## src/hw/usart_cfg_pkg.sv

```systemverilog
// constants and register layout of the serial controller command and mode block

package usart_cfg_pkg;
	// ----------------------------------------------------------------
	// register offsets (byte addresses)
	// ----------------------------------------------------------------
	localparam logic [7:0] OFS_CTRL = 8'h00;
	localparam logic [7:0] OFS_MODE = 8'h04;
	localparam logic [7:0] OFS_STAT = 8'h14;
	localparam logic [7:0] OFS_WPMR = 8'he4;
	localparam logic [7:0] OFS_WPSR = 8'he8;
	localparam logic [31:0] MODE_RST = 32'h0000_0000;
	// ----------------------------------------------------------------
	// command register bits
	// ----------------------------------------------------------------
	localparam int CB_RX_RST = 2;
	localparam int CB_TX_RST = 3;
	localparam int CB_RX_EN = 4;
	localparam int CB_RX_DIS = 5;
	localparam int CB_TX_EN = 6;
	localparam int CB_TX_DIS = 7;
	localparam int CB_STA_CLR = 8;
	localparam int CB_REPEAT_LIMIT_REACHED_FLAG_CLR = 13;
	localparam int CB_CS_FORCE = 18;
	localparam int CB_CS_REL = 19;
	// ----------------------------------------------------------------
	// mode register fields
	// ----------------------------------------------------------------
	localparam int MF_MODE = 0;
	localparam int MF_CLKS = 4;
	localparam int MF_CHAR_LENGTH_FIELD = 6;
	localparam int MF_SYNC = 8;
	localparam int MF_PAR = 9;
	localparam int MF_STOP = 12;
	localparam int MF_CHANNEL_LOOP_SELECT = 14;
	localparam int MF_BIT_ORDER = 16;
	localparam int MF_NINE = 17;
	localparam int MF_CLOCK_OUTPUT_ENABLE = 18;
	localparam int MF_OVER = 19;
	localparam int MF_NACK_INHIBIT = 20;
	localparam int MF_SUCCESSIVE_NACK_LIMIT = 21;
	localparam int MF_INV = 22;
	localparam int MF_VSYNC = 23;
	localparam int MF_MAXIT = 24;
	localparam int MF_FILTER = 28;
	localparam int MF_MAN = 29;
	localparam int MF_START_TRANSITION_POLARITY = 30;
	localparam int MF_DELIMITER_SELECT = 31;
	// ----------------------------------------------------------------
	// status bits and encodings
	// ----------------------------------------------------------------
	localparam int SB_OVR = 5;
	localparam int SB_UNR = 10;
	localparam int SB_REPEAT_LIMIT_REACHED_FLAG = 11;
	localparam int SB_RECEIVE_ENABLE_CMD = 16;
	localparam int SB_TRANSMIT_ENABLE_CMD = 17;
	localparam int SB_SS = 19;
	localparam int WP_SRC = 8;
	localparam logic [3:0] MODE_NORMAL = 4'h0;
	localparam logic [3:0] MODE_RS485 = 4'h1;
	localparam logic [3:0] MODE_HWHS = 4'h2;
	localparam logic [3:0] MODE_CARD0 = 4'h4;
	localparam logic [3:0] MODE_CARD1 = 4'h6;
	localparam logic [3:0] MODE_IRDA = 4'h8;
	localparam logic [3:0] MODE_LINM = 4'ha;
	localparam logic [3:0] MODE_LINS = 4'hb;
	localparam logic [3:0] MODE_SPIM = 4'he;
	localparam logic [3:0] MODE_SPIS = 4'hf;
	localparam logic [1:0] CLKS_RSVD = 2'h2;
	localparam logic [1:0] CLKS_DIV = 2'h1;
	localparam logic [1:0] CLKS_EXT = 2'h3;
	localparam logic [2:0] CLK_DIV_LAST = 3'h7;
	localparam logic [2:0] PAR_RSVD_A = 3'h5;
	localparam logic [2:0] PAR_RSVD_B = 3'h7;
	localparam logic [1:0] STOP_ONE_HALF = 2'h1;
	localparam logic [1:0] STOP_RSVD = 2'h3;
	localparam logic [1:0] LOOP_ECHO = 2'h1;
	localparam logic [1:0] LOOP_LOCAL = 2'h2;
	localparam logic [1:0] LOOP_REMOTE = 2'h3;
	localparam logic [3:0] CHAR_BASE = 4'h5;
	localparam logic [3:0] CHAR_NINE = 4'h9;
	localparam logic [4:0] OVS_16 = 5'h10;
	localparam logic [4:0] OVS_8 = 5'h08;
endpackage : usart_cfg_pkg

```

## src/hw/usart_control_and_mode_config.sv

```systemverilog
// command, mode and protection registers of the serial controller with line-side helpers
`timescale 1ns/10ps

module usart_control_and_mode_config
	import usart_cfg_pkg::*;
(
	input wire logic core_clk,
	input wire logic rst_n,
	input wire logic [7:0] address,
	input wire logic read,
	input wire logic write,
	input wire logic [31:0] writedata,
	output logic [31:0] readdata,
	output logic waitrequest,
	input wire logic rxd_pin,
	output logic txd_pin,
	input wire logic sck_in,
	output logic sck_out,
	output logic sck_oe,
	output logic rts_pin,
	input wire logic tx_bit,
	input wire logic tx_active,
	input wire logic baud_clk,
	input wire logic sample_tick,
	input wire logic [8:0] tx_data_in,
	input wire logic [8:0] rx_data_in,
	input wire logic thr_write,
	input wire logic thr_sync,
	input wire logic parity_error,
	input wire logic char_ok,
	input wire logic overrun_evt,
	input wire logic underrun_evt,
	output logic rx_bit,
	output logic [8:0] tx_data_out,
	output logic [8:0] rx_data_out,
	output logic clk_tick,
	output logic rx_reset,
	output logic tx_reset,
	output logic rx_enabled,
	output logic tx_enabled,
	output logic nack_send,
	output logic [3:0] op_mode,
	output logic [3:0] char_bits,
	output logic [2:0] parity_sel,
	output logic [1:0] stop_sel,
	output logic sync_mode,
	output logic msb_first,
	output logic [4:0] oversample,
	output logic line_code_en,
	output logic delimiter_one,
	output logic sync_field
);
	// ----------------------------------------------------------------
	// bus decode
	// ----------------------------------------------------------------
	logic wait_q;
	logic [31:0] rdata_q;
	logic [31:0] mode_q;
	logic write_lock_enable_q;
	logic write_violation_flag_q;
	logic [7:0] wpsrc_q;
	logic receive_enable_cmd_q;
	logic transmit_enable_cmd_q;
	logic ovr_q;
	logic unr_q;
	logic repeat_limit_reached_flag_q;
	logic ss_q;
	logic [31:0] rdata_d;
	wire req = read | write;
	wire take = req & ~wait_q;
	wire wr_take = write & take;
	wire rd_take = read & take;
	wire hit_ctrl = address == OFS_CTRL;
	wire hit_mode = address == OFS_MODE;
	wire hit_stat = address == OFS_STAT;
	wire hit_wpmr = address == OFS_WPMR;
	wire hit_wpsr = address == OFS_WPSR;
	wire cmd_wr = wr_take & hit_ctrl;
	wire [31:0] cmd = cmd_wr ? writedata : 32'h0000_0000;

	// one wait cycle per access keeps read data a registered answer
	always_ff @(posedge core_clk) begin
		if (!rst_n) begin
			wait_q <= 1'b1;
			rdata_q <= 32'h0000_0000;
		end else begin
			wait_q <= ~(req & wait_q);
			rdata_q <= rdata_d;
		end
	end

	wire [31:0] stat_word = (32'(ovr_q) << SB_OVR) | (32'(unr_q) << SB_UNR)
		| (32'(repeat_limit_reached_flag_q) << SB_REPEAT_LIMIT_REACHED_FLAG) | (32'(receive_enable_cmd_q) << SB_RECEIVE_ENABLE_CMD)
		| (32'(transmit_enable_cmd_q) << SB_TRANSMIT_ENABLE_CMD) | (32'(ss_q) << SB_SS);
	wire [31:0] wpsr_word = (32'(wpsrc_q) << WP_SRC) | 32'(write_violation_flag_q);
	always_comb begin
		rdata_d = 32'h0000_0000;
		if (read & wait_q) begin
			if (hit_mode)
				rdata_d = mode_q;
			else if (hit_stat)
				rdata_d = stat_word;
			else if (hit_wpmr)
				rdata_d = 32'(write_lock_enable_q);
			else if (hit_wpsr)
				rdata_d = wpsr_word;
		end
	end

	// ----------------------------------------------------------------
	// mode register with write lock and encoding checks
	// ----------------------------------------------------------------
	wire [3:0] wd_mode = writedata[MF_MODE +: 4];
	wire [1:0] wd_clks = writedata[MF_CLKS +: 2];
	wire [2:0] wd_par = writedata[MF_PAR +: 3];
	wire [1:0] wd_stop = writedata[MF_STOP +: 2];
	wire wd_sync = writedata[MF_SYNC];
	wire mode_ok = wd_mode inside {MODE_NORMAL, MODE_RS485, MODE_HWHS, MODE_CARD0,
		MODE_CARD1, MODE_IRDA, MODE_LINM, MODE_LINS, MODE_SPIM, MODE_SPIS};
	wire clks_ok = wd_clks != CLKS_RSVD;
	wire par_ok = (wd_par != PAR_RSVD_A) && (wd_par != PAR_RSVD_B);
	wire stop_ok = (wd_stop != STOP_RSVD) && !(wd_stop == STOP_ONE_HALF && wd_sync);
	wire enc_ok = mode_ok & clks_ok & par_ok & stop_ok;
	wire mode_wr = wr_take & hit_mode;
	wire mode_load = mode_wr & ~write_lock_enable_q & enc_ok;
	wire violation = mode_wr & write_lock_enable_q;
	wire wpsr_rd = rd_take & hit_wpsr;

	always_ff @(posedge core_clk) begin
		if (!rst_n) begin
			mode_q <= MODE_RST;
			write_lock_enable_q <= 1'b0;
			write_violation_flag_q <= 1'b0;
			wpsrc_q <= 8'h00;
		end else begin
			if (mode_load)
				mode_q <= writedata;
			if (wr_take & hit_wpmr)
				write_lock_enable_q <= writedata[0];
			// a violation in the reading cycle survives the clear
			write_violation_flag_q <= violation | (write_violation_flag_q & ~wpsr_rd);
			if (violation)
				wpsrc_q <= address;
		end
	end

	// ----------------------------------------------------------------
	// mode fields
	// ----------------------------------------------------------------
	wire [3:0] f_mode = mode_q[MF_MODE +: 4];
	wire [1:0] f_clks = mode_q[MF_CLKS +: 2];
	wire [1:0] f_char_length_field = mode_q[MF_CHAR_LENGTH_FIELD +: 2];
	wire [1:0] f_loop = mode_q[MF_CHANNEL_LOOP_SELECT +: 2];
	wire [2:0] f_maxit = mode_q[MF_MAXIT +: 3];
	wire f_inv = mode_q[MF_INV];
	wire f_filter = mode_q[MF_FILTER];
	wire is_spi = (f_mode == MODE_SPIM) | (f_mode == MODE_SPIS);
	wire is_spim = f_mode == MODE_SPIM;
	wire is_card = (f_mode == MODE_CARD0) | (f_mode == MODE_CARD1);
	wire [3:0] bits_d = mode_q[MF_NINE] ? CHAR_NINE : CHAR_BASE + 4'(f_char_length_field);

	// ----------------------------------------------------------------
	// command register
	// ----------------------------------------------------------------
	wire rx_on = cmd[CB_RX_EN] & ~cmd[CB_RX_DIS];
	wire tx_on = cmd[CB_TX_EN] & ~cmd[CB_TX_DIS];
	wire sta_clr = cmd[CB_STA_CLR] & is_spi;
	// force wins if both are written together; select also falls while sending
	wire ss_d = (is_spim & cmd[CB_CS_FORCE]) ? 1'b0 :
		(is_spim & cmd[CB_CS_REL]) ? 1'b1 : ss_q;

	always_ff @(posedge core_clk) begin
		if (!rst_n) begin
			receive_enable_cmd_q <= 1'b0;
			transmit_enable_cmd_q <= 1'b0;
			rx_reset <= 1'b0;
			tx_reset <= 1'b0;
			ovr_q <= 1'b0;
			unr_q <= 1'b0;
			ss_q <= 1'b1;
			rts_pin <= 1'b1;
		end else begin
			rx_reset <= cmd[CB_RX_RST];
			tx_reset <= cmd[CB_TX_RST];
			if (cmd[CB_RX_DIS] | cmd[CB_RX_RST])
				receive_enable_cmd_q <= 1'b0;
			else if (rx_on)
				receive_enable_cmd_q <= 1'b1;
			if (cmd[CB_TX_DIS] | cmd[CB_TX_RST])
				transmit_enable_cmd_q <= 1'b0;
			else if (tx_on)
				transmit_enable_cmd_q <= 1'b1;
			ovr_q <= overrun_evt | (ovr_q & ~sta_clr);
			unr_q <= underrun_evt | (unr_q & ~sta_clr);
			ss_q <= ss_d;
			rts_pin <= is_spim ? (ss_d & ~tx_active) : 1'b1;
		end
	end

	// ----------------------------------------------------------------
	// smart card nack and repeat limit
	// ----------------------------------------------------------------
	logic [2:0] err_cnt_q;
	wire card_err = is_card & parity_error & ~mode_q[MF_NACK_INHIBIT];
	wire under_lim = err_cnt_q < f_maxit;
	wire lim_hit = card_err & mode_q[MF_SUCCESSIVE_NACK_LIMIT] & ~under_lim;
	wire repeat_limit_reached_flag_clr = cmd[CB_REPEAT_LIMIT_REACHED_FLAG_CLR] & is_card;

	always_ff @(posedge core_clk) begin
		if (!rst_n) begin
			err_cnt_q <= 3'h0;
			nack_send <= 1'b0;
			repeat_limit_reached_flag_q <= 1'b0;
		end else begin
			nack_send <= card_err & (~mode_q[MF_SUCCESSIVE_NACK_LIMIT] | under_lim);
			if (char_ok | cmd[CB_RX_RST])
				err_cnt_q <= 3'h0;
			else if (card_err & mode_q[MF_SUCCESSIVE_NACK_LIMIT] & under_lim)
				err_cnt_q <= err_cnt_q + 3'h1;
			repeat_limit_reached_flag_q <= lim_hit | (repeat_limit_reached_flag_q & ~repeat_limit_reached_flag_clr);
		end
	end

	// ----------------------------------------------------------------
	// line side: synchronisers, filter, loop routing
	// ----------------------------------------------------------------
	logic rxd_s1_q;
	logic rxd_s2_q;
	logic sck_s1_q;
	logic sck_s2_q;
	logic sck_d_q;
	logic [2:0] rx_win_q;
	logic [2:0] div_q;
	wire rx_vote = (rx_win_q[0] & rx_win_q[1]) | (rx_win_q[0] & rx_win_q[2])
		| (rx_win_q[1] & rx_win_q[2]);
	wire rx_line = f_filter ? rx_vote : rxd_s2_q;
	wire rx_route = (f_loop == LOOP_LOCAL) ? tx_bit :
		(f_loop == LOOP_REMOTE) ? 1'b1 : rx_line;
	wire tx_route = (f_loop == LOOP_LOCAL) ? 1'b1 :
		(f_loop == LOOP_ECHO || f_loop == LOOP_REMOTE) ? rx_line : tx_bit;
	wire tick_d = (f_clks == CLKS_EXT) ? (sck_s2_q & ~sck_d_q) :
		(f_clks == CLKS_DIV) ? (div_q == CLK_DIV_LAST) : 1'b1;

	always_ff @(posedge core_clk) begin
		if (!rst_n) begin
			rxd_s1_q <= 1'b1;
			rxd_s2_q <= 1'b1;
			sck_s1_q <= 1'b0;
			sck_s2_q <= 1'b0;
			sck_d_q <= 1'b0;
			rx_win_q <= 3'h7;
			div_q <= 3'h0;
			rx_bit <= 1'b1;
			txd_pin <= 1'b1;
			clk_tick <= 1'b0;
			sck_out <= 1'b0;
			sck_oe <= 1'b0;
		end else begin
			rxd_s1_q <= rxd_pin;
			rxd_s2_q <= rxd_s1_q;
			sck_s1_q <= sck_in;
			sck_s2_q <= sck_s1_q;
			sck_d_q <= sck_s2_q;
			if (sample_tick)
				rx_win_q <= {rx_win_q[1:0], rxd_s2_q};
			div_q <= div_q + 3'h1;
			rx_bit <= rx_route;
			txd_pin <= tx_route;
			clk_tick <= tick_d;
			sck_out <= baud_clk;
			sck_oe <= mode_q[MF_CLOCK_OUTPUT_ENABLE] & (f_clks != CLKS_EXT);
		end
	end

	// ----------------------------------------------------------------
	// data polarity, framing and character settings
	// ----------------------------------------------------------------
	wire [8:0] inv_mask = {9{f_inv}};
	wire sync_d = (mode_q[MF_VSYNC] & thr_write) ? thr_sync :
		mode_q[MF_VSYNC] ? sync_field : mode_q[MF_START_TRANSITION_POLARITY];

	always_ff @(posedge core_clk) begin
		if (!rst_n) begin
			tx_data_out <= 9'h000;
			rx_data_out <= 9'h000;
			op_mode <= MODE_NORMAL;
			char_bits <= CHAR_BASE;
			parity_sel <= 3'h0;
			stop_sel <= 2'h0;
			sync_mode <= 1'b0;
			msb_first <= 1'b0;
			oversample <= OVS_16;
			line_code_en <= 1'b0;
			delimiter_one <= 1'b0;
			sync_field <= 1'b0;
		end else begin
			tx_data_out <= tx_data_in ^ inv_mask;
			rx_data_out <= rx_data_in ^ inv_mask;
			op_mode <= f_mode;
			char_bits <= bits_d;
			parity_sel <= mode_q[MF_PAR +: 3];
			stop_sel <= mode_q[MF_STOP +: 2];
			sync_mode <= mode_q[MF_SYNC];
			msb_first <= mode_q[MF_BIT_ORDER];
			oversample <= mode_q[MF_OVER] ? OVS_8 : OVS_16;
			line_code_en <= mode_q[MF_MAN];
			delimiter_one <= mode_q[MF_DELIMITER_SELECT];
			sync_field <= sync_d;
		end
	end

	// ----------------------------------------------------------------
	// outputs
	// ----------------------------------------------------------------
	assign readdata = rdata_q;
	assign waitrequest = wait_q;
	assign rx_enabled = receive_enable_cmd_q;
	assign tx_enabled = transmit_enable_cmd_q;

endmodule : usart_control_and_mode_config

```

## config.mk

```make
export PLATFORM = sky130hd
export DESIGN_NAME = usart_control_and_mode_config
export DESIGN_NICKNAME = d
export VERILOG_FILES = /design/src/hw/usart_cfg_pkg.sv /design/src/hw/usart_control_and_mode_config.sv
export SDC_FILE = /design/constraint.sdc
export NUM_CORES = 1
export LEC_CHECK = 0
export BUFFER_PORTS_ARGS = -buffer_cell sky130_fd_sc_hd__buf_2
export CAP_MARGIN = 30
export CELL_PAD_IN_SITES_DETAIL_PLACEMENT = 1
export CELL_PAD_IN_SITES_GLOBAL_PLACEMENT = 1
export CORE_ASPECT_RATIO = 0.5
export CORE_MARGIN = 4
export CORE_UTILIZATION = 38
export CTS_CLUSTER_DIAMETER = 200
export DETAILED_ROUTE_END_ITERATION = 8
export PLACE_DENSITY = 0.83
export SETUP_SLACK_MARGIN = 0.15
export SYNTH_ARGS = -nofsm -noshare
export SYNTH_HDL_FRONTEND = slang
export SYNTH_SLANG_ARGS = --single-unit
```

## constraint.sdc

```tcl
create_clock -name core_clk -period 3.2 [get_ports core_clk]
set_input_delay 0.96 -clock core_clk [delete_from_list [all_inputs] [get_ports core_clk]]
set_output_delay 0.96 -clock core_clk [all_outputs]
set_load 0.03 [all_outputs]
```

==> qor.csv <==
metric,value,unit
status,finished clean,
CTS sink count,142,
startpoint class of the critical path,input port,
Synth Area in Compound Gates,12.14,%
gpl congestion,0.7605,
# setup viols final,0,
Hold Crit Start,rxd_s1_q,
adder-cell area share of the yosys netlist,1.691,%
RSZ-0062 raised after global routing,false,
fraction of layout cells with a size suffix above 1,30.30,%
CP required,3490,ps
total CTS buffers,17,
hold_buf cts,0,
max-cap violations,0,
Synthesis Warnings,0,
Initial Util,39.28,%
DRT iter0 DRCs,279,
sw frac,25.27,%
initial antenna violation count,0,
P per Cell Area,604.6,nW/µm²
post-synthesis sequential area ratio,56.50,%
Mapped Cells,503,
largest net degree at the start of global routing,50,
Synth area leaders,"dfxtp_1 (57%), mux2i_1 (4.0%), a21oi_1 (3.2%), xnor2_1 (3.1%), and3_1 (3.0%)",
Final min period,2470,ps
final period utilization,77.18,%
Max IR drop VDD,0.2433,mV
HPWL Detailed,10790,µm
core area,12810,µm²
post-synthesis xor/xnor area fraction,3.134,%
Syn Std Cell Area,5031,µm²
share of flip-flops with an asynchronous set or reset,0,%
Tot GR Track Use,20.67,%
relative slew slack,48.50,%
Worst Hold Path Cells,1,
# DRC,0,
pre-CTS WS,351.9,ps
combinational fraction of design power,5.6,%
Flop pwr share,45.4,%
cell-internal power,2.963,mW
most frequent cell after synthesis,dfxtp_1,
Worst Tran Pin Value,765.5,ps
IO Port Bufs,155,
Die ar.,15260,µm²
synthesized flop and latch total,142,
crit path DAT,2760,ps
CTS root buf,clkbuf_16,
clock share of power,49.0,%
final setup margin,730.3,ps
via count,4339,
simple-gate portion of the synthesized area,17.81,%
Static Leakage,3.009,nW
largest family of logic cells by synthesized area,simple AND/OR/NAND/NOR gates,
distinct cell type count after synthesis,44,
Fillers,1465,
"Slew Viols, Final",0,
first drt pass iteration count,4,
Setup CP Type,in -> reg,
predominant post-synthesis flop cell,dfxtp_1,
CTS tree,built,
H-tree Lvls,4,
total power,3.965,mW
# diodes,0,
Worst setup startpoint,address[0],
Die X,170.7,µm
achievable frequency,404.9,MHz
FF-to-FF Start,mode_q[2],
number of synthesized flops with an enable pin,0,
Synth-to-Final Area Change,30.37,%
Top-Level Pins,159,
Die Ht,89.36,µm
routed wire length,15890,µm
first-pass GRT wire length,24260,µm
final net count,737,
Final ANT Viol Nets,0,
Setup TNS,0,ps
switching power,1.002,mW
commonest cells in the netlist,"dfxtp_1 (142), nand2_1 (39), a21oi_1 (32)",
Min-Delay Path Class,reg -> reg,
cells on worst reg2reg path,4,
Clock Skew,6.632,ps
Clock Latency Late Sink,420,ps
Longest Clk Path Bufs,2,
multiplexer share of the synthesized area,3.979,%
area share of the largest cell type after synthesis,56.50,%
crit path max fanout,20,
"Setup Fix Bufs, Post-CTS",0,
dominant cell type by area after synthesis,dfxtp_1,
Worst Setup End Kind,register,
clk slew on worst S/H paths,70,ps
WL/cell,18.91,µm
mean area per synthesized cell,10.00,µm²
Final Hold Vio Count,0,
row count,29,
r2r setup slk,1240,ps
Vias/cell,5.165,
PostCTS Resize Cnt,0,
gr ovfl total,0,
vias in the first global route,4542,
==> through the flow <==
stage                     hold WS, ps  cell area, µm²  std cells  util, %
after floorplan                 386.3            5039        505        -
after global placement          391.8            5954        807    46.49
after detailed placement        404.6            5982        808    46.70
after CTS                       426.2            6559        840    51.21
after global routing            441.2            6559        840    51.21
final                           415.1            6559        840    51.21
==> final cells by class <==
| type | instances | area [µm²] | area share (%) |
|---|---|---|---|
| well taps | 170 | 212.7 | 3.243 |
| clock buffers | 17 | 425.4 | 6.486 |
| multi-input cells | 307 | 1966 | 29.97 |
| repair buffers | 165 | 870.8 | 13.28 |
| clock inverters | 15 | 151.4 | 2.308 |
| flip-flops and latches | 142 | 2843 | 43.34 |
| inverters | 24 | 90.09 | 1.374 |
==> cell families (layout without fill, tap and decap cells) <==
| logic type | Yosys count | after routing |
|---|---|---|
| buf+inv | 56 | 221 |
| simple gates | 165 | 165 |
| other cells | 1 | 3 |
| mux | 20 | 20 |
| flops | 142 | 142 |
| xor+xnor | 18 | 18 |
| fa+ha+maj | 7 | 7 |
| compound gates | 94 | 94 |
==> state kept, by name, summed over array words and instances, names as in the netlist, 2 cells and up <==
register / flops
char_bits: 4
op_mode: 4
rx_win_q: 3
div_q: 3
oversample: 2
parity_sel: 3
err_cnt_q: 3
mode_q: 32
stop_sel: 2
tx_data_out: 9
wpsrc_q: 8
rx_data_out: 9
readdata: 32
==> worst max-delay path: stages <==
cell and delay, ps:
buf_2 120, or4b_4 590, or3_4 420, buf_4 230, o31ai_1 310, a21oi_1 120
==> layer usage <==
layer | share of wire, % | global-route usage, % | up-vias
li1 | - | - | 2057
met1 | 42 | 24.02 | 2149
met2 | 50 | 36.68 | 111
met3 | 6.2 | 6.581 | 22
met4 | 1.5 | 7.174 | 0
met5 | 0 | 0 | -
==> path summary, 6_finish.rpt <==
kind / to
max: mode_q[26]
max reg2reg: err_cnt_q[2]
min: rxd_s2_q
min reg2reg: rxd_s2_q
==> power by group through the flow <==
| stage | sequential [mW] | clock, mW | combinational (mW) |
|---|---|---|---|
| 5_1_grt | 1.80 | 2.06 | 0.238 |
| 2_1_floorplan | 1.87 | 0 | 0.0847 |
| 3_3_place_gp | 1.84 | 0 | 0.210 |
| 3_5_place_dp | 1.84 | 0 | 0.217 |
| 6_report | 1.80 | 1.95 | 0.221 |
| 4_1_cts | 1.80 | 1.98 | 0.221 |
==> cells in the final DEF, fill, tap and decap left out, types with 19 or more instances in the layout <==
cell type,synthesis,final
a21oi_1,32,32
and3_1,24,24
buf_2,2,155
dfxtp_1,142,142
inv_1,24,24
mux2i_1,20,20
nand2_1,39,39
nand4_1,21,21
nor2_1,30,30
o31ai_1,19,19
Power figures use the tool's default switching activity.
